**src/rtl/ddc_defs.svh**
```systemverilog
`ifndef DDC_DEFS_SVH
`define DDC_DEFS_SVH
// Operation
// - write starts with start, address, write bit
// - command, MSB, LSB bytes each acked, stop
// - readback sends address, then control byte
// - repeated start, read address, two bytes
// - both channels selected reads channel A
// - A pair, four filler bytes, B pair
// - after B wrap to A until NACK
// - command 0100 loads power-down fields
// - field codes normal, 1k, 100k, tristate
// - power-down keeps DAC register unchanged
// - input then DAC stage, strobe transfers
// - strobe low: write 0001 updates both
// - strobe high: input only, fall loads
// - command 0101 loads mask, ignores address
// - mask bit zero lets strobe act
// - mask bit one sees strobe high
// - 24-bit word, command, address, code, MSB first
// - 0001 input, 0010 copy, 0011 both, 0000 none
// - address bit 3 B, bit 0 A
// - bus address 00011 plus two straps
`define DDC_ADDR_FIXED 5'h03
`define DDC_CMD_WR_IN  4'h1
`define DDC_CMD_UPD    4'h2
`define DDC_CMD_WR_UPD 4'h3
`define DDC_CMD_PWR    4'h4
`define DDC_CMD_MASK   4'h5
`define DDC_ADDR_BIT_A 0
`define DDC_ADDR_BIT_B 3
`define DDC_PD_LSB_A   0
`define DDC_PD_LSB_B   6
`define DDC_BYTE_ADDR  3'h0
`define DDC_BYTE_CMD   3'h1
`define DDC_BYTE_MSB   3'h2
`define DDC_BYTE_LSB   3'h3
`define DDC_BYTE_OVER  3'h4
`define DDC_RB_A_HI    3'h0
`define DDC_RB_A_LO    3'h1
`define DDC_RB_B_HI    3'h6
`define DDC_RB_B_LO    3'h7
`define DDC_FILLER     8'h00
`define DDC_IDLE_BYTE  8'hFF
`define DDC_SYNC_RESET 5'h13
`endif

```
**src/rtl/ddc_pkg.sv**
```systemverilog
package ddc_pkg;
    typedef enum logic [2:0] {
        ST_IDLE  = 3'b000,
        ST_RX    = 3'b001,
        ST_RXEND = 3'b010,
        ST_ACK   = 3'b011,
        ST_TX    = 3'b100,
        ST_MACK  = 3'b101
    } ddc_state_t;
    typedef logic [11:0] ddc_code_t;
    typedef logic [1:0]  ddc_pd_t;
endpackage

```
**src/rtl/ddc_fifo_if.sv**
```systemverilog
interface ddc_fifo_if #(parameter int WIDTH = 8) ();
    logic             wrValid;
    logic             wrReady;
    logic [WIDTH-1:0] wrData;
    logic             rdValid;
    logic             rdReady;
    logic [WIDTH-1:0] rdData;
    logic             flush;
    modport store (input wrValid, wrData, rdReady, flush, output wrReady, rdValid, rdData);
    modport user  (output wrValid, wrData, rdReady, flush, input wrReady, rdValid, rdData);
endinterface

```
**src/rtl/ddc_sync.sv**
```systemverilog
module ddc_sync #(
    parameter int               WIDTH     = 5,
    parameter logic [WIDTH-1:0] RESET_VAL = '0
) (
    input  logic             core_clk,
    input  logic             resetn,
    input  logic [WIDTH-1:0] asyncIn,
    output logic [WIDTH-1:0] syncOut
);
    ////////////////////////////////////////////////////////////////
    // two flops per bit; stage one feeds only stage two
    for (genvar i = 0; i < WIDTH; i++)
    begin : g_bit
        logic meta_r;
        always_ff @(posedge core_clk)
        begin
            if (!resetn)
            begin
                meta_r     <= RESET_VAL[i];
                syncOut[i] <= RESET_VAL[i];
            end
            else
            begin
                meta_r     <= asyncIn[i];
                syncOut[i] <= meta_r;
            end
        end
    end
endmodule // ddc_sync

```
**src/rtl/ddc_fifo.sv**
```systemverilog
module ddc_fifo #(
    parameter int WIDTH = 8,
    parameter int DEPTH = 16
) (
    input logic       core_clk,
    input logic       resetn,
    ddc_fifo_if.store bus
);
    localparam int AW = $clog2(DEPTH);
    logic [WIDTH-1:0] mem [DEPTH];
    logic [AW:0]      wrPtr_r;
    logic [AW:0]      rdPtr_r;
    logic             full;
    logic             push;
    logic             pop;

    ////////////////////////////////////////////////////////////////
    // extra pointer bit tells full from empty
    assign full        = (wrPtr_r[AW] != rdPtr_r[AW]) && (wrPtr_r[AW-1:0] == rdPtr_r[AW-1:0]);
    assign bus.rdValid = (wrPtr_r != rdPtr_r);
    assign bus.wrReady = !full;
    assign push        = bus.wrValid && !full;
    assign pop         = bus.rdReady && bus.rdValid;
    assign bus.rdData  = mem[rdPtr_r[AW-1:0]];

    // storage written only on accepted push
    always_ff @(posedge core_clk)
    begin
        if (push)
            mem[wrPtr_r[AW-1:0]] <= bus.wrData;
    end

    // pointers; flush empties at once
    always_ff @(posedge core_clk)
    begin
        if (!resetn || bus.flush)
        begin
            wrPtr_r <= '0;
            rdPtr_r <= '0;
        end
        else
        begin
            if (push)
                wrPtr_r <= wrPtr_r + 1'b1;
            if (pop)
                rdPtr_r <= rdPtr_r + 1'b1;
        end
    end
endmodule // ddc_fifo

```
**src/rtl/ddc_top.sv**
```systemverilog
`include "ddc_defs.svh"

module ddc_top (
    input  logic              core_clk,
    input  logic              resetn,
    input  logic              sclIn,
    input  logic              sdaIn,
    output logic              sdaOut,
    output logic              sdaOe,
    input  logic              busAddrStrapLo,
    input  logic              busAddrStrapHi,
    input  logic              loadStrobeN,
    output ddc_pkg::ddc_code_t chaDacCode,
    output ddc_pkg::ddc_code_t chbDacCode,
    output logic              chaPdModeHi,
    output logic              chaPdModeLo,
    output logic              chbPdModeHi,
    output logic              chbPdModeLo
);
    import ddc_pkg::*;

    logic [4:0] pinS;
    logic       sclS;
    logic       sdaS;
    logic       strapLoS;
    logic       strapHiS;
    logic       strobeS;
    logic       sclPrev_r;
    logic       sdaPrev_r;
    logic       strobePrev_r;
    logic       strapLo_r;
    logic       strapHi_r;
    logic       sclRise;
    logic       sclFall;
    logic       startCond;
    logic       stopCond;
    logic       strobeFall;
    ddc_state_t state_r;
    logic [2:0] bitCnt_r;
    logic [2:0] byteIdx_r;
    logic [7:0] shift_r;
    logic       rxDone_r;
    logic       rxTake;
    logic       ackEn_r;
    logic       readMode_r;
    logic       addrHit;
    logic [6:0] ownAddr;
    logic [7:0] txShift_r;
    logic       txLoad;
    logic       sdaOe_r;
    logic [7:0] cmdByte_r;
    logic [7:0] msbByte_r;
    logic [3:0] cmdCode;
    ddc_code_t  dataCode;
    logic       execPulse;
    logic [3:0] mask_r;
    logic [2:0] rbIdx_r;
    logic [7:0] rbByte;
    logic       genActive_r;
    ddc_code_t  inReg [2];
    ddc_code_t  dacReg [2];
    ddc_pd_t    pdMode [2];

    ddc_fifo_if #(.WIDTH(8)) fifoBus ();

    ////////////////////////////////////////////////////////////////
    // pins cross into core_clk before any logic looks at them
    ddc_sync #(
        .WIDTH     (5),
        .RESET_VAL (`DDC_SYNC_RESET)
    ) u_sync (
        .core_clk (core_clk),
        .resetn   (resetn),
        .asyncIn  ({loadStrobeN, busAddrStrapHi, busAddrStrapLo, sdaIn, sclIn}),
        .syncOut  (pinS)
    );

    assign sclS     = pinS[0];
    assign sdaS     = pinS[1];
    assign strapLoS = pinS[2];
    assign strapHiS = pinS[3];
    assign strobeS  = pinS[4];

    // previous samples for edge detection
    always_ff @(posedge core_clk)
    begin
        if (!resetn)
        begin
            sclPrev_r    <= 1'b1;
            sdaPrev_r    <= 1'b1;
            strobePrev_r <= 1'b1;
        end
        else
        begin
            sclPrev_r    <= sclS;
            sdaPrev_r    <= sdaS;
            strobePrev_r <= strobeS;
        end
    end

    // straps caught after reset release, never by the reset itself
    always_ff @(posedge core_clk)
    begin
        if (!resetn)
        begin
            strapLo_r <= 1'b0;
            strapHi_r <= 1'b0;
        end
        else
        begin
            strapLo_r <= strapLoS;
            strapHi_r <= strapHiS;
        end
    end

    // bus events; sda moves only while scl low, so no false start
    assign sclRise    = sclS && !sclPrev_r;
    assign sclFall    = !sclS && sclPrev_r;
    assign startCond  = sclS && sclPrev_r && sdaPrev_r && !sdaS;
    assign stopCond   = sclS && sclPrev_r && !sdaPrev_r && sdaS;
    assign strobeFall = strobePrev_r && !strobeS;
    assign ownAddr    = {`DDC_ADDR_FIXED, strapHi_r, strapLo_r};
    assign addrHit    = (shift_r[7:1] == ownAddr);
    assign rxTake     = rxDone_r && (state_r == ST_RX) && !startCond && !stopCond;

    ////////////////////////////////////////////////////////////////
    // byte framing state machine
    always_ff @(posedge core_clk)
    begin
        if (!resetn)
        begin
            state_r    <= ST_IDLE;
            bitCnt_r   <= 3'h0;
            byteIdx_r  <= `DDC_BYTE_ADDR;
            rxDone_r   <= 1'b0;
            ackEn_r    <= 1'b0;
            readMode_r <= 1'b0;
        end
        else if (startCond)
        begin
            state_r    <= ST_RX;
            bitCnt_r   <= 3'h0;
            byteIdx_r  <= `DDC_BYTE_ADDR;
            rxDone_r   <= 1'b0;
            ackEn_r    <= 1'b0;
            readMode_r <= 1'b0;
        end
        else if (stopCond)
        begin
            state_r  <= ST_IDLE;
            rxDone_r <= 1'b0;
        end
        else
        begin
            rxDone_r <= (state_r == ST_RX) && sclRise && (bitCnt_r == 3'h7);
            case (state_r)
                ST_RX:
                begin
                    if (sclRise)
                        bitCnt_r <= bitCnt_r + 3'h1;
                    if (rxDone_r)
                    begin
                        state_r <= ST_RXEND;
                        if (byteIdx_r == `DDC_BYTE_ADDR)
                        begin
                            ackEn_r    <= addrHit;
                            readMode_r <= shift_r[0];
                        end
                        else
                            ackEn_r <= (byteIdx_r != `DDC_BYTE_OVER);
                    end
                end
                ST_RXEND:
                begin
                    // a byte we refuse ends our part in the transfer
                    if (sclFall)
                        state_r <= ackEn_r ? ST_ACK : ST_IDLE;
                end
                ST_ACK:
                begin
                    if (sclFall)
                    begin
                        state_r  <= readMode_r ? ST_TX : ST_RX;
                        bitCnt_r <= 3'h0;
                        if (!readMode_r && byteIdx_r != `DDC_BYTE_OVER)
                            byteIdx_r <= byteIdx_r + 3'h1;
                    end
                end
                ST_TX:
                begin
                    if (sclFall)
                    begin
                        if (bitCnt_r == 3'h7)
                            state_r <= ST_MACK;
                        bitCnt_r <= bitCnt_r + 3'h1;
                    end
                end
                ST_MACK:
                begin
                    // master nack means no more bytes
                    if (sclRise && sdaS)
                        state_r <= ST_IDLE;
                    else if (sclFall)
                        state_r <= ST_TX;
                end
                ST_IDLE:
                begin
                    bitCnt_r <= 3'h0;
                end
                default:
                begin
                    state_r <= ST_IDLE;
                end
            endcase
        end
    end

    // serial in, msb first
    always_ff @(posedge core_clk)
    begin
        if (!resetn)
            shift_r <= 8'h00;
        else if (state_r == ST_RX && sclRise)
            shift_r <= {shift_r[6:0], sdaS};
    end

    ////////////////////////////////////////////////////////////////
    // serial out: byte taken from the fifo at each byte start
    assign txLoad            = sclFall && ((state_r == ST_ACK && readMode_r) || state_r == ST_MACK);
    assign fifoBus.rdReady   = txLoad;

    always_ff @(posedge core_clk)
    begin
        if (!resetn)
            txShift_r <= `DDC_IDLE_BYTE;
        else if (txLoad)
            txShift_r <= fifoBus.rdValid ? fifoBus.rdData : `DDC_IDLE_BYTE;
        else if (state_r == ST_TX && sclFall)
            txShift_r <= {txShift_r[6:0], 1'b1};
    end

    // open drain: only ever pull low; registered to keep it glitch free
    always_ff @(posedge core_clk)
    begin
        if (!resetn)
            sdaOe_r <= 1'b0;
        else
            sdaOe_r <= (state_r == ST_ACK && ackEn_r) || (state_r == ST_TX && !txShift_r[7]);
    end

    assign sdaOe  = sdaOe_r;
    assign sdaOut = 1'b0;

    ////////////////////////////////////////////////////////////////
    // write bytes collected; nothing but the readback start channel acts before the third data byte
    always_ff @(posedge core_clk)
    begin
        if (!resetn)
        begin
            cmdByte_r <= 8'h00;
            msbByte_r <= 8'h00;
        end
        else if (rxTake && !readMode_r)
        begin
            if (byteIdx_r == `DDC_BYTE_CMD)
                cmdByte_r <= shift_r;
            if (byteIdx_r == `DDC_BYTE_MSB)
                msbByte_r <= shift_r;
        end
    end

    assign cmdCode   = cmdByte_r[7:4];
    assign dataCode  = {msbByte_r, shift_r[7:4]};
    assign execPulse = rxTake && !readMode_r && (byteIdx_r == `DDC_BYTE_LSB);

    // mask register, address bits of this command ignored
    always_ff @(posedge core_clk)
    begin
        if (!resetn)
            mask_r <= 4'h0;
        else if (execPulse && cmdCode == `DDC_CMD_MASK)
            mask_r <= shift_r[3:0];
    end

    ////////////////////////////////////////////////////////////////
    // per channel double buffer and power-down field
    for (genvar ch = 0; ch < 2; ch++)
    begin : g_chan
        localparam int ABIT = (ch == 0) ? `DDC_ADDR_BIT_A : `DDC_ADDR_BIT_B;
        localparam int PLSB = (ch == 0) ? `DDC_PD_LSB_A : `DDC_PD_LSB_B;
        logic sel;
        logic masked;
        logic lowEff;

        assign sel    = cmdByte_r[ABIT];
        assign masked = mask_r[ABIT];
        assign lowEff = !strobeS && !masked;

        // input stage
        always_ff @(posedge core_clk)
        begin
            if (!resetn)
                inReg[ch] <= 12'h000;
            else if (execPulse && sel && (cmdCode == `DDC_CMD_WR_IN || cmdCode == `DDC_CMD_WR_UPD))
                inReg[ch] <= dataCode;
        end

        // dac stage; same-cycle write beats the strobe copy
        always_ff @(posedge core_clk)
        begin
            if (!resetn)
                dacReg[ch] <= 12'h000;
            else if (execPulse && sel && cmdCode == `DDC_CMD_WR_UPD)
                dacReg[ch] <= dataCode;
            else if (execPulse && sel && cmdCode == `DDC_CMD_WR_IN && lowEff)
                dacReg[ch] <= dataCode;
            else if (execPulse && sel && cmdCode == `DDC_CMD_UPD)
                dacReg[ch] <= inReg[ch];
            else if (strobeFall && !masked)
                dacReg[ch] <= inReg[ch];
        end

        // power-down field; dac stage untouched by it
        always_ff @(posedge core_clk)
        begin
            if (!resetn)
                pdMode[ch] <= 2'h0;
            else if (execPulse && cmdCode == `DDC_CMD_PWR)
                pdMode[ch] <= shift_r[PLSB +: 2];
        end
    end

    assign chaDacCode  = dacReg[0];
    assign chbDacCode  = dacReg[1];
    assign chaPdModeHi = pdMode[0][1];
    assign chaPdModeLo = pdMode[0][0];
    assign chbPdModeHi = pdMode[1][1];
    assign chbPdModeLo = pdMode[1][0];

    ////////////////////////////////////////////////////////////////
    // readback prefetch; pointer ends up ahead by what was prefetched
    always_comb
    begin
        case (rbIdx_r)
            `DDC_RB_A_HI: rbByte = inReg[0][11:4];
            `DDC_RB_A_LO: rbByte = {inReg[0][3:0], 4'h0};
            `DDC_RB_B_HI: rbByte = inReg[1][11:4];
            `DDC_RB_B_LO: rbByte = {inReg[1][3:0], 4'h0};
            default:      rbByte = `DDC_FILLER;
        endcase
    end

    always_ff @(posedge core_clk)
    begin
        if (!resetn || startCond || stopCond)
            genActive_r <= 1'b0;
        else if (rxTake && byteIdx_r == `DDC_BYTE_ADDR && addrHit && shift_r[0])
            genActive_r <= 1'b1;
    end

    // control byte picks start channel; A when both chosen
    always_ff @(posedge core_clk)
    begin
        if (!resetn)
            rbIdx_r <= `DDC_RB_A_HI;
        else if (rxTake && !readMode_r && byteIdx_r == `DDC_BYTE_CMD)
            rbIdx_r <= (shift_r[`DDC_ADDR_BIT_B] && !shift_r[`DDC_ADDR_BIT_A]) ?
                       `DDC_RB_B_HI : `DDC_RB_A_HI;
        else if (genActive_r && fifoBus.wrReady)
            rbIdx_r <= rbIdx_r + 3'h1;
    end

    assign fifoBus.wrValid = genActive_r;
    assign fifoBus.wrData  = rbByte;
    assign fifoBus.flush   = startCond || stopCond;

    ddc_fifo #(
        .WIDTH (8),
        .DEPTH (16)
    ) u_fifo (
        .core_clk (core_clk),
        .resetn   (resetn),
        .bus      (fifoBus)
    );
endmodule // ddc_top

```
**config.mk**
```make
export PLATFORM = sky130hd
export DESIGN_NAME = ddc_top
export DESIGN_NICKNAME = d
export VERILOG_FILES = /design/src/rtl/ddc_pkg.sv /design/src/rtl/ddc_fifo_if.sv /design/src/rtl/ddc_sync.sv /design/src/rtl/ddc_fifo.sv /design/src/rtl/ddc_top.sv
export VERILOG_INCLUDE_DIRS = /design/src /design/src/rtl
export SDC_FILE = /design/constraint.sdc
export NUM_CORES = 1
export LEC_CHECK = 0
export ABC_CLOCK_PERIOD_IN_PS = 8000
export BUFFER_PORTS_ARGS = -buffer_cell sky130_fd_sc_hd__buf_2
export CAP_MARGIN = 10
export CORE_ASPECT_RATIO = 0.7
export CORE_MARGIN = 2
export CORE_UTILIZATION = 25
export CTS_BUF_LIST = sky130_fd_sc_hd__clkbuf_4 sky130_fd_sc_hd__clkbuf_8 sky130_fd_sc_hd__clkbuf_16
export DETAILED_ROUTE_END_ITERATION = 10
export SLEW_MARGIN = 5
export SYNTH_ARGS = -nofsm -noshare
export SYNTH_HDL_FRONTEND = slang
export SYNTH_SLANG_ARGS = --single-unit
```
**constraint.sdc**
```tcl
create_clock -name core_clk -period 8 [get_ports core_clk]
set_clock_uncertainty 0.2 [all_clocks]
set_input_delay 0.8 -clock core_clk [delete_from_list [all_inputs] [get_ports core_clk]]
set_output_delay 0.8 -clock core_clk [all_outputs]
set_load 0.1 [all_outputs]
```
# Word-level counts from Yosys, hierarchy flattened

Memory sizes are Yosys's and may differ from the RTL's. A register that Yosys moved wholly into a read port is not among the register bits.
Cells that the tools add are included.

ROM bits: 0
Flip-flop bits (word level): 78
Word-level logic and storage cells: 263
Memories: 4
Latch bits: 0
Bits in writable memories: 180

Memory list:

| name       | depth | bits a word | read ports | clocked after Yosys merged registers in | wr ports | line           | RTL |
|---|---|---|---|---|---|---|---|
| u_fifo.mem | 16    | 8           | 1          | 1                                       | 1        | ddc_fifo.sv:10 | `logic [WIDTH-1:0] mem [DEPTH];` |
| dacReg     | 2     | 12          | 2          | 0                                       | 2        | ddc_top.sv:61  | `ddc_code_t dacReg [2];` |
| inReg      | 2     | 12          | 2          | 0                                       | 2        | ddc_top.sv:60  | `ddc_code_t inReg [2];` |
| pdMode     | 2     | 2           | 2          | 0                                       | 2        | ddc_top.sv:62  | `ddc_pd_t pdMode [2];` |

Eq/ne operators: 36
Bitwise operators: 15
Shifts and indexed selects: 0
Multiplexer cells: 86
Reductions and logical operators: 85
Multipliers: 0
$add $sub $neg: 5
Divide/modulo/power cells: 0
Order comparisons: 0

Operators with widths:

| cell                  | number |
|---|---|
| $mux W12              | 10 |
| $mux W1               | 51 |
| $logic_and A1 B1 Y1   | 48 |
| $mux W3               | 14 |
| $pmux W8 S4           | 1 |
| $mux W8               | 3 |
| $ne A4 B4 Y1 const B  | 5 |
| $pmux W3 S6           | 1 |
| $eq A3 B3 Y1 const B  | 5 |
| $logic_not A1 Y1      | 14 |
| $reduce_and A7 Y1     | 2 |
| $eq A3 B2 Y1 const B  | 4 |
| $ne A2 B2 Y1 const B  | 6 |
| $or A1 B1 Y1          | 12 |
| $pmux W3 S4           | 1 |
| $add A5 B1 Y5 const B | 2 |
| $add A3 B1 Y3 const B | 3 |
| $eq A3 B1 Y1 const B  | 3 |
| $logic_not A3 Y1      | 3 |
| $ne A3 B3 Y1 const B  | 3 |
| $eq A4 B2 Y1 const B  | 2 |
| $eq A4 B3 Y1 const B  | 2 |
| $mux W4               | 2 |
| $reduce_and A4 Y1     | 2 |
| other kinds (16)      | 28 |

# Logic depth before layout (Yosys ltp)

Gate-level depths: netlist of run 1.

Depth after elaboration: 18
Gate-level depth with buffers: 8
Mapped depth without buffers: 7

# Cells and area by module

From an unflattened synthesis of run 1, not the netlist that was laid out.

Cells, all modules: 788
Area total of the unflattened synthesis: 11119.4 um^2

By module, submodules not included:

| module   | times used | cells an instance | seq. area each (um^2) | area each (um^2) |
|---|---|---|---|---|
| ddc_fifo | 1          | 287               | 4124.0                | 5831.8 |
| ddc_top  | 1          | 481               | 2642.5                | 5024.8 |
| ddc_sync | 1          | 20                | 200.2                 | 262.8 |

# Least setup slack after synthesis of run 1

No wires, ideal clock.

Path kind: register to register
Start point: reg u_sync.syncOut[0]
End point: mem inReg[1][0] in the netlist's numbering, enable pin
Setup slack: 5.205 ns
Arrival time: 2.198 ns
Path buffers: 1
Cell stages (with the launch flop): 7
Required time: 7.402 ns
Setup time: 0.398 ns
Path through: dfxtp_1 and2_1 clkbuf_1 a2111oi_4 and2_1 inv_1 o21ai_0

RTL lines:

| what                             | line           | RTL |
|---|---|---|
| start: declaration               | ddc_sync.sv:8  | `output logic [WIDTH-1:0] syncOut` |
| start signal: indexed assignment | ddc_sync.sv:20 | `syncOut[i] <= RESET_VAL[i];` |
| start signal: indexed assignment | ddc_sync.sv:25 | `syncOut[i] <= meta_r;` |
| end: declaration                 | ddc_top.sv:60  |  |

# Worst setup path after layout of run 1

Start point: reg u_fifo.wrPtr_r[3]
End point: mem u_fifo.mem[4][3], enable pin

Word-level cells in the longest chain between the ends: 6

RTL lines:

| what                          | line           | RTL |
|---|---|---|
| start: declaration            | ddc_fifo.sv:11 | `logic [AW:0] wrPtr_r;` |
| start signal: assignment      | ddc_fifo.sv:44 | `wrPtr_r <= wrPtr_r + 1'b1;` |
| $eq A4 B4 Y1                  | ddc_fifo.sv:19 | `assign full = (wrPtr_r[AW] != rdPtr_r[AW]) && (wrPtr_r[AW-1:0] == rdPtr_r[AW-1:0]);` |
| $logic_and A1 B1 Y1           | ddc_fifo.sv:19 |  |
| $logic_not A1 Y1              | ddc_fifo.sv:22 | `assign push = bus.wrValid && !full;` |
| $logic_and A1 B1 Y1           | ddc_fifo.sv:22 |  |
| $mux W1                       | ddc_fifo.sv:29 | `if (push)` |
| $mux W1 (not written as such) | ddc_fifo.sv:30 | `mem[wrPtr_r[AW-1:0]] <= bus.wrData;` |
| end: declaration              | ddc_fifo.sv:10 |  |

Parallel ways exist; a longest one is shown, timed or not.

==> flow_results.org, run 1 <==
** Power and ir drop
- Combinational share of power :: under 10%
- VDD IR-drop max :: between 100 and 150 uV
- Part of the total power dissipated in the clock network :: roughly 42%
- Power density relative to cell area :: between 200 and 250 nW/um^2
- Summed over all cells, the static leakage comes to 4.25 nW.
- Design internal power :: between 2 and 2.5 mW
- Net switching is 22.6% of the power.
- Power share of the sequential group :: a little over half
- Net Switching :: between 0.6 and 0.7 mW

** Detailed routing
- After detailed routing, the number of vias per cell comes to around 4.6.
- Post-detailed-routing wire length :: roughly 24000 um
- DR WL/cell :: 17.2 um
- The count of nets left with antenna violations once routing finished came out at 0.
- DRC violation count after routing :: 0
- The first TritonRoute pass finished after 5 iterations.
- Iter 0 DRT Violations :: 471
- Total via count in the routed design :: roughly 6300

** Finish
- Post-synthesis to final-layout area growth :: 14.1%
- The repair_antennas step left the layout with diodes totalling 0.
- Number of nets in the finished design :: 824
- Of the cells placed in the final design, the portion with a size suffix greater than 1 is about 15%.
- Post-Layout Inst Area :: about 12000 um^2
- The filler cells instantiated in the layout total about 4300.

** Synth
- Primary FF master, synth :: sky130_fd_sc_hd__edfxtp_1
- Number of standard cells after synthesis :: roughly 770
- Post-synthesis area per instance :: 14.0 um^2
- The number of nets handed over by synthesis was between 700 and 800.
- Number of synthesized flops with an enable pin :: 180
- Of all flip-flops after synthesis, the portion carrying an async set or reset was 0%.
- Flop and latch count out of synthesis :: ~260
- Netlist Area Pre-Place :: 10800 um^2
- Share of Yosys cell area claimed by the top area cell type :: between 50% and 60%
- Among all cell types in the netlist, the one instantiated most often is sky130_fd_sc_hd__edfxtp_1.
- After synthesis, the most frequently instantiated cells are 180 x sky130_fd_sc_hd__edfxtp_1, 78 x sky130_fd_sc_hd__dfxtp_1, 69 x sky130_fd_sc_hd__mux2i_1, 69 x sky130_fd_sc_hd__nor2_1, 39 x sky130_fd_sc_hd__and2_1.
- Synth area leaders :: sky130_fd_sc_hd__edfxtp_1 50%, sky130_fd_sc_hd__dfxtp_1 14%, sky130_fd_sc_hd__mux2i_1 6.4%, sky130_fd_sc_hd__mux4_2 3.8%, sky130_fd_sc_hd__nor2_1 2.4%
- After synthesis, the netlist uses 61 different library cells.
- For this run, the number of Yosys warnings is 0.
- Dominant cell type by area after synthesis :: sky130_fd_sc_hd__edfxtp_1
- Post-synthesis sequential area ratio :: about 64%

** Global routing
- Entering global routing, the biggest net connects 47 pins.
- Global routing used around 10% of the available tracks.
- The via count of the first global-routing pass came to 6168.
- The first global-routing pass estimated 36000 um of wire.
- Grt total ovfl :: 0
- The initial antenna violation count is 0.

** Die
- During I/O placement, the number of pins put on the boundary was 37.
- DIE AREA :: between 40000 and 50000 um^2
- Initial core utilization :: 25.4%
- Die boundary height :: 178 um
- Row count :: 63
- The total area inside the core boundary comes to about 42000 um^2.
- Horiz. Die Dim :: around 250 um

** Worst setup path
- The critical path in this run is classified as flop to flop.
- The worst setup path is launched from a flop.
- In this run the register-to-register setup slack is between 5000 and 6000 ps.
- Required time of the worst setup path :: approximately 8000 ps
- In this run the worst path has a maximum fanout of 9.
- WP data arrival :: between 2000 and 3000 ps
- Kind of end point of the critical path :: flop

** Place
- After detailed placement, the total cell area comes to around 12000 um^2.
- Routability-driven placement finished with a final weighted congestion of between 0.8 and 0.9.
- Detailed placement HPWL :: roughly 16000 um
- Port-buffer cells :: 35

** Min path
- The min-delay analysis places its worst path in the category flop to flop.

** Clocking
- After clock tree synthesis, the repair step resized 0 gates.
- The clock net in this run drives a total of ~260 sinks.
- Clock Latency Late Sink :: about 540 ps
- Root Buffer Master :: sky130_fd_sc_hd__clkbuf_16
- In this run, CTS created clock tree buffers numbering 25.
- Post-cts hold buffer count :: 0
- Post CTS Setup Buffer Count :: 0
- Clock tree from TritonCTS :: built
- Longest Clk Path Bufs :: 3
- Level count of the clock H-tree :: 1
- Clock-pin slew was measured on the worst setup and hold paths at around 60 ps.

** Timing
- Headroom to the max-slew limit came out at between 40% and 50%.
- Setup repair after global routing left no endpoint under its margin.
- The max-slew violation count is 0.
- Setup violations remaining at the end of the flow were counted as 0.
- Summed over all failing endpoints, the final setup total negative slack is 0 ps.
- Static timing analysis puts the maximum clock frequency at 0.345 GHz.
- The clock period could shrink to between 2000 and 3000 ps.
- For the pin with the worst max-slew slack, the measured transition is between 800 and 900 ps.
- The final number of hold-violating endpoints is 0.
- The final critical path takes up roughly 36% of the cycle.

** Job
- Max_cap viols :: 0

** Run status
- Status :: complete, no violations
==> through the flow <==
step / setup WS, ps / hold slack [ps] / total power [mW] / utilization (%) / std cells
after floorplan: 5200 / 186 / 1.57 / - / 771
after global placement: 5050 / 194 / 1.60 / 27.1 / 1325
after detailed placement: 4910 / 192 / 1.60 / 27.1 / 1325
after CTS: 4870 / 208 / 2.76 / 29.0 / 1371
after global routing: 4900 / 229 / 2.81 / 29.0 / 1371
final: 5100 / 205 / 2.73 / 29.0 / 1371
==> critical path, cell delays in order (launching register included) <==
cell and delay, ps:
sky130_fd_sc_hd__dfxtp_1 530, sky130_fd_sc_hd__xnor2_1 120, sky130_fd_sc_hd__nand4_1 240, sky130_fd_sc_hd__o21a_1 470, sky130_fd_sc_hd__nand2_1 230, sky130_fd_sc_hd__nor2_1 730
==> state kept, by name, summed over array words and instances, names as in the netlist, 6 cells and up, named ones only <==
register / flops
cmdByte_r: 6
msbByte_r: 8
txShift_r: 8
shift_r: 8
inReg: 24
u_fifo.mem: 128
dacReg: 24
==> final timing paths <==
check,from,endpoint,depth (start not counted)
setup / recovery,u_fifo.wrPtr_r[3],u_fifo.mem[4][3],5
hold / removal,u_sync.g_bit[1].meta_r,u_sync.syncOut[1],1
setup reg to reg,u_fifo.wrPtr_r[3],u_fifo.mem[4][3],5
hold reg to reg,u_sync.g_bit[1].meta_r,u_sync.syncOut[1],1
==> metal layers <==
metal | share of wire [%] | wire (um) | global-route usage [%]
met5 | 0 | 0 | 0
met4 | 1.5 | 366 | 1.85
met3 | 4.6 | 1100 | 2.00
met2 | 41 | 9720 | 15.1
met1 | 53 | 12400 | 15.7
==> cell families after synthesis <==
family / Yosys count / synth area share, %
AND/OR/NAND/NOR: 210 / 10.5
adder cells (fa/ha/maj): 17 / 1.97
XOR/XNOR: 18 / 1.46
flip-flops: 258 / 64.4
AO/OA/AOI/OAI: 123 / 8.91
buffers and inverters: 57 / 2.56
other: 1 / 0.0347
multiplexers: 87 / 10.1
==> final cells by class <==
type / instances / area (um^2) / area share (%)
Timing Repair Buffer: 45 / 250 / 2.03
Clock inverter: 13 / 95.1 / 0.771
Multi-Input combinational cell: 456 / 3580 / 29.0
Tap cell: 552 / 691 / 5.60
Sequential cell: 258 / 6970 / 56.5
Clock buffer: 33 / 698 / 5.66
Inverter: 14 / 52.6 / 0.426
==> power by group through the flow <==
stage	clock [mW]	sequential, mW	combinational (mW)
final	1.16	1.45	0.118
after global routing	1.23	1.46	0.125
after CTS	1.19	1.45	0.119
after detailed placement	0	1.48	0.119
after global placement	0	1.48	0.117
after floorplan	0	1.54	0.0381
==> placed cells by master, fill, tap and decap left out, types with 11 or more instances in the layout <==
cell | synthesis | final
sky130_fd_sc_hd__a211oi_1 | 11 | 11
sky130_fd_sc_hd__a21oi_1 | 11 | 11
sky130_fd_sc_hd__a22o_1 | 28 | 28
sky130_fd_sc_hd__a22oi_1 | 23 | 23
sky130_fd_sc_hd__and2_1 | 39 | 39
sky130_fd_sc_hd__buf_2 | 19 | 35
sky130_fd_sc_hd__clkbuf_16 | 0 | 25
sky130_fd_sc_hd__dfxtp_1 | 78 | 77
sky130_fd_sc_hd__edfxtp_1 | 180 | 180
sky130_fd_sc_hd__ha_1 | 17 | 17
sky130_fd_sc_hd__inv_1 | 13 | 13
sky130_fd_sc_hd__mux2i_1 | 69 | 69
sky130_fd_sc_hd__mux4_2 | 18 | 18
sky130_fd_sc_hd__nand2_1 | 18 | 18
sky130_fd_sc_hd__nand2b_1 | 15 | 15
sky130_fd_sc_hd__nand3_1 | 13 | 13
sky130_fd_sc_hd__nor2_1 | 69 | 69
sky130_fd_sc_hd__nor2b_1 | 11 | 11
sky130_fd_sc_hd__o21ai_0 | 17 | 13
(Power assumes the default switching activity.)
==> run 2: changes to the inputs <==
--- a/config.mk
+++ b/config.mk
@@ -6,7 +6,7 @@
 export SDC_FILE = /design/constraint.sdc
 export NUM_CORES = 1
 export LEC_CHECK = 0
-export ABC_CLOCK_PERIOD_IN_PS = 8000
+export ABC_CLOCK_PERIOD_IN_PS = 2400
 export BUFFER_PORTS_ARGS = -buffer_cell sky130_fd_sc_hd__buf_2
 export CAP_MARGIN = 10
 export CORE_ASPECT_RATIO = 0.7
==> constraint.sdc (replaced) <==
create_clock -name core_clk -period 2.4 [get_ports core_clk]
set_clock_uncertainty 0.2 [all_clocks]
set_input_delay 0.24 -clock core_clk [delete_from_list [all_inputs] [get_ports core_clk]]
set_output_delay 0.24 -clock core_clk [all_outputs]
set_load 0.1 [all_outputs]
==> flow_results.org, run 2 (synthesized netlist as in run 1, its figures left out) <==
** Run status
- The run finished with clean final reports.

** Global routing
- Entering global routing, the biggest net connects 30 pins.
- Vias in the first global route :: about 6300
- Number of antenna violations at the first check in global routing :: 0
- GRT Resource Usage Total :: 10.6%
- The first global-routing pass estimated 37400 um of wire.
- Global routing finished with a remaining overflow of 0.

** Timing
- Setup repair after global routing left no endpoint under its margin.
- Worst slew margin :: between 40 and 50%
- Shortest clock period the worst path allows after layout :: about 2300 ps
- Final sum of negative setup slack :: 0 ps
- Hold Violations, Final :: 0
- Pin slew with the least headroom to its limit :: roughly 840 ps
- Once routing completed, OpenROAD measured the worst setup slack at between 100 and 150 ps.
- Upper clock frequency limit :: approximately 0.44 GHz
- Setup violations remaining at the end of the flow were counted as 0.
- Number of pins with negative max-slew slack in the final report :: 0
- Hold timing on the final database bottoms out at a slack of between 200 and 250 ps.
- Share of the clock period used by the worst path after layout :: between 90 and 100%

** Die
- For this configuration, the core starts out at a cell density of approximately 25%.
- From left edge to right edge, the die measures ~250 um.
- 37 I/O pins were placed.
- Die boundary height :: around 180 um
- The region available for standard cell placement spans between 40000 and 50000 um^2.
- Row count :: 63
- The die covers ~45000 um^2.

** Detailed routing
- First drt pass iteration count :: 4
- DRC violation count after routing :: 0
- Dividing the detail-routed wire length by the instance count gives roughly 17 um.
- Iter 0 DRT Violations :: about 670
- Antenna-violating nets left :: 0
- The routed layout has about 6500 vias.
- The routed design has 23900 um of wire.
- Mean number of vias per cell :: around 4.5

** Finish
- The number of antenna diodes in the final layout is 0.
- Leading cell types in the layout, fill and taps excluded :: 180 x sky130_fd_sc_hd__edfxtp_1, 77 x sky130_fd_sc_hd__dfxtp_1, 69 x sky130_fd_sc_hd__mux2i_1
- Post-Layout Inst Area :: approximately 13000 um^2
- Filler cells :: 4173
- The register with the most flip-flops in the layout has roughly 130 of them.
- Number of nets in the finished design :: ~890
- Post-synthesis to final-layout area growth :: 19.7%
- Proportion of layout cells with a drive suffix above 1 :: a little over a fifth
- Most common library cell in the layout ignoring fill and taps :: sky130_fd_sc_hd__edfxtp_1

** Power and ir drop
- Summed over all nets, the switching power comes to slightly above 2 mW.
- Cell internal power was estimated by the tool at between 7 and 8 mW.
- Per report_power, the clock group accounts for roughly two fifths of the total.
- Combinational share of power :: 4.9%
- Power share of the sequential group :: a little over half
- VDD IR-drop max :: around 400 uV
- Cell leakage power :: 4.57 nW
- Proportion of total power due to net switching :: between 20 and 25%
- Power density relative to cell area :: about 700 nW/um^2

** Worst setup path
- The critical path in this run is classified as flop to flop.
- Kind of end point of the critical path :: flop
- Crit-path max FO :: 12
- The worst setup path is launched from a flop.
- Path depth of the worst reg2reg path :: 7
- STA puts the critical path data arrival time at roughly 2400 ps.
- Required time of the worst setup path :: roughly 2500 ps

** Place
- Placer Congestion :: 0.801
- The count of buffers added on input and output ports is 35.
- Detailed placement finished with a half-perimeter wire length of 16100 um.
- Worst slack at placement :: 54.7 ps
- Area of placed instances :: about 12000 um^2

** Job
- Across the run, the number of max-cap violations was 0.

** Clocking
- Sink count of the clock tree :: 258
- TritonCTS built the clock tree.
- CTS built an H-tree with a depth of 1.
- In this run the clock root is driven by a sky130_fd_sc_hd__clkbuf_16.
- Clock latency on the worst-skew pair, taken at its later pin, is 540 ps.
- Longest Clk Path Bufs :: 3
- TritonCTS created 25 clock buffers.
- Clock-pin slew was measured on the worst setup and hold paths at 60 ps.

** Min path
- Worst hold stages :: 1
- Kind of path behind the tightest hold check :: flop to flop
run 2: final timing paths:
check	slack (ps)	end	startpoint
max	110	dacReg[0][2]	state_r[2]
min	210	u_sync.syncOut[1]	u_sync.g_bit[1].meta_r
max reg2reg	110	dacReg[0][2]	state_r[2]
min reg2reg	210	u_sync.syncOut[1]	u_sync.g_bit[1].meta_r
run 2: layout make-up:
type                       instances  area [um^2]  share of cell area [%]
tap                              552          691                    5.34
sequential                       258         6970                    53.9
inverter                          14         52.6                   0.406
clock inverter                    10         62.6                   0.484
multi-input combinational        456         3610                    27.9
timing repair buffer             107          826                    6.38
clock buffer                      36          733                    5.67
run 2: critical path, cell delays in order, from the launching register on:
cell                        delay, ps
sky130_fd_sc_hd__dfxtp_1          310
sky130_fd_sc_hd__nand4bb_4        230
sky130_fd_sc_hd__buf_4            170
sky130_fd_sc_hd__a2111o_1         470
sky130_fd_sc_hd__o21ai_2          210
sky130_fd_sc_hd__a21oi_4           80
sky130_fd_sc_hd__buf_12           140
sky130_fd_sc_hd__a22o_1           230
run 2: per-stage QoR:
step / instances / power, mW / utilization [%]
floorplan: 771 / 5.25 / -
global placement: 1376 / 5.37 / 28.2
detailed placement: 1376 / 5.37 / 28.2
CTS: 1431 / 9.20 / 30.3
global route: 1433 / 9.43 / 30.5
finish: 1433 / 9.09 / 30.5
run 2: repair_timing:
item | 4_1_cts | 5_1_grt
hold endpoints to repair | 13 | 0
buffers inserted | 0 | 2
gates resized for setup | 0 | 15
setup endpoints to repair | 0 | 110
hold buffers | 9 | 0
run 2: power groups by stage:
stage               clock (mW)  sequential [mW]  combinational [mW]
floorplan                    0             5.12               0.128
global placement             0             4.94               0.432
detailed placement           0             4.94               0.434
CTS                       3.91             4.84               0.446
global route              4.11             4.85               0.475
finish                    3.80             4.84               0.448
run 2: per-layer routing:
metal,up-vias,wire length [um],track usage [%]
met3,33,1250,2.39
met4,0,418,1.95
met2,166,9620,14.6
met5,-,0,0
li1,3099,-,-
met1,3216,12600,16.8
==> run 3: changes to the inputs <==
--- a/config.mk
+++ b/config.mk
@@ -9,12 +9,15 @@
 export ABC_CLOCK_PERIOD_IN_PS = 2400
 export BUFFER_PORTS_ARGS = -buffer_cell sky130_fd_sc_hd__buf_2
 export CAP_MARGIN = 10
+export CELL_PAD_IN_SITES_DETAIL_PLACEMENT = 0
+export CELL_PAD_IN_SITES_GLOBAL_PLACEMENT = 1
 export CORE_ASPECT_RATIO = 0.7
 export CORE_MARGIN = 2
 export CORE_UTILIZATION = 25
 export CTS_BUF_LIST = sky130_fd_sc_hd__clkbuf_4 sky130_fd_sc_hd__clkbuf_8 sky130_fd_sc_hd__clkbuf_16
 export DETAILED_ROUTE_END_ITERATION = 10
-export SLEW_MARGIN = 5
+export PLACE_DENSITY_LB_ADDON = 0.1
+export SLEW_MARGIN = 10
 export SYNTH_ARGS = -nofsm -noshare
 export SYNTH_HDL_FRONTEND = slang
 export SYNTH_SLANG_ARGS = --single-unit
==> flow_results.org, run 3 (synthesized netlist as in run 1, its figures left out) <==
** Power and ir drop
- The completed layout was analyzed and its total power is 9.94 mW.
- Power density relative to cell area :: around 750 nW/um^2
- VDD IR-drop max :: a little over 500 uV
- The analysis attributes to cell leakage a power of between 4 and 5 nW.

** Min path
- In this run the worst hold path is classified as input pin to flop.

** Die
- The floorplan step set the die height to roughly 180 um.
- Initial core utilization :: between 20% and 30%
- The floorplan step set the die width to 253 um.
- Io pins :: 37
- Row generation in the floorplan step produced 63 rows.
- The core region is 42500 um^2.
- The die covers 44900 um^2.

** Finish
- At the end of the flow the core is filled with cells to between 30% and 40%.
- Compared with the post-synthesis result, the final layout area differs by 22.2%.
- Most common library cell in the layout ignoring fill and taps :: sky130_fd_sc_hd__edfxtp_1
- Final cell count without fillers :: roughly 1500
- Leading cell types in the layout, fill and taps excluded :: 180 x sky130_fd_sc_hd__edfxtp_1, 76 x sky130_fd_sc_hd__dfxtp_1, 69 x sky130_fd_sc_hd__nor2_1, 69 x sky130_fd_sc_hd__mux2i_1, 68 x sky130_fd_sc_hd__buf_4
- Proportion of layout cells with a drive suffix above 1 :: ~22%
- For this run, the post-layout net count is around 900.
- Post-Layout Inst Area :: about 13000 um^2
- The register with the most flip-flops in the layout has around 130 of them.

** Job
- Max_cap viols :: 0

** Detailed routing
- Antenna-violating nets left :: 0
- Mean number of vias per cell :: 4.52
- In the routed design, unresolved DRC markers number 0.
- For this block, the via count after detailed routing is ~6600.
- In this run, the number of DRC markers left after iteration 0 of detailed routing was 370.
- DR WL/cell :: about 20 um
- The routed design has about 29000 um of wire.
- First drt pass iteration count :: 5

** Place
- Worst slack at placement :: -13.1 ps
- Routability-driven placement finished with a final weighted congestion of 0.785.
- Once placement finished, the instance area stood at between 10000 and 15000 um^2.
- Port-buffer cells :: 35
- Detailed placement HPWL :: between 20000 and 25000 um
- Number of cells after detailed placement :: 1388

** Worst setup path
- Kind of end point of the critical path :: flop
- For the worst setup path, the data required time is around 2700 ps.
- Data on the critical path arrives at its endpoint at about 2500 ps.
- Crit path kind :: flop to flop
- In this run the worst path has a maximum fanout of 5.
- Critical Path Start Type :: flop

** Clocking
- In this run the deepest clock path goes through 3 buffers.
- Level count of the clock H-tree :: 1
- Post-CTS clock slew at the launch and capture registers of the worst setup and hold paths :: around 60 ps
- For the worst-skew pair, the clock arrives at the later sink with an insertion delay of a little under 600 ps.
- CTS placed an instance of sky130_fd_sc_hd__clkbuf_16 at the clock tree root.
- For this design, the sink count on the clock tree is approximately 260.
- CTS buffer count :: 29
- Clock tree from TritonCTS :: built

** Timing
- For the pin with the worst max-slew slack, the measured transition is around 550 ps.
- RSZ-0062 raised after global routing :: yes
- Upper clock frequency limit :: approximately 0.44 GHz
- Setup violations remaining at the end of the flow were counted as 0.
- The max-slew violation count came to 0.
- Final sum of negative setup slack :: 0 ps
- Worst slew margin :: around 63%
- Hold Violations, Final :: 0
- Share of the clock period used by the worst path after layout :: approximately 95%
- Shortest clock period the worst path allows after layout :: roughly 2300 ps
- Hold timing on the final database bottoms out at a slack of a little over 200 ps.
- After layout, the worst setup slack is between 100 and 150 ps.

** Run status
- Status :: complete, no violations

** Global routing
- The initial antenna violation count came to 0.
- The via count of the first global-routing pass was ~6600.
- In the global route stage, overall resource usage came out at approximately 13%.
- Grt total ovfl :: 0
- Global-route wire length before repair :: approximately 43000 um
- Largest net degree at the start of global routing :: 32
## run 3: layer usage
layer  up-vias  track usage [%]  routed length (um)
li1       3133                -                   -
met1      3283             19.9               15300
met2       112             18.1               11500
met3        37             2.28                1180
met4         0             3.38                 665
met5         -                0                   0
## run 3: worst max-delay path, cell delays in order (launching register included)
cell	delay, ps
sky130_fd_sc_hd__dfxtp_1	320
sky130_fd_sc_hd__buf_4	130
sky130_fd_sc_hd__inv_1	110
sky130_fd_sc_hd__ha_2	260
sky130_fd_sc_hd__nor4bb_2	320
sky130_fd_sc_hd__nand3_1	130
sky130_fd_sc_hd__nor3_2	250
sky130_fd_sc_hd__buf_4	170
sky130_fd_sc_hd__and3b_1	170
sky130_fd_sc_hd__nor2_1	120
## run 3: final cells by class
class	instances	area (um^2)
Timing Repair Buffer	118	896
Sequential cell	258	6970
Tap cell	552	691
Antenna cell	2	5.00
Clock buffer	37	805
Multi-Input combinational cell	456	3600
Clock inverter	17	196
Inverter	14	52.6
Fill cell	4222	29300
## run 3: timing repair
item	CTS	global route
endpoints found under the hold margin	16	0
gates resized for setup	2	7
pin swaps	0	3
setup endpoints to repair	4	66
setup buffers	0	1
hold buffers	9	0
## run 3: path summary, 6_finish.rpt
check                         start                     end  slack [ps]  cells past startpoint
min                  busAddrStrapHi  u_sync.g_bit[3].meta_r         210                      3
max                    byteIdx_r[0]                 ackEn_r         130                      9
max reg2reg            byteIdx_r[0]                 ackEn_r         130                      9
min reg2reg  u_sync.g_bit[4].meta_r       u_sync.syncOut[4]         220                      1
## run 3: report_power, final
part | total [mW] | leakage (nW) | switching [mW] | internal (mW)
registers | 4.85 | 2.30 | 0.0319 | 4.81
logic | 0.457 | 1.93 | 0.352 | 0.105
clock network | 4.64 | 0.490 | 1.84 | 2.80
total | 9.94 | 4.72 | 2.23 | 7.71
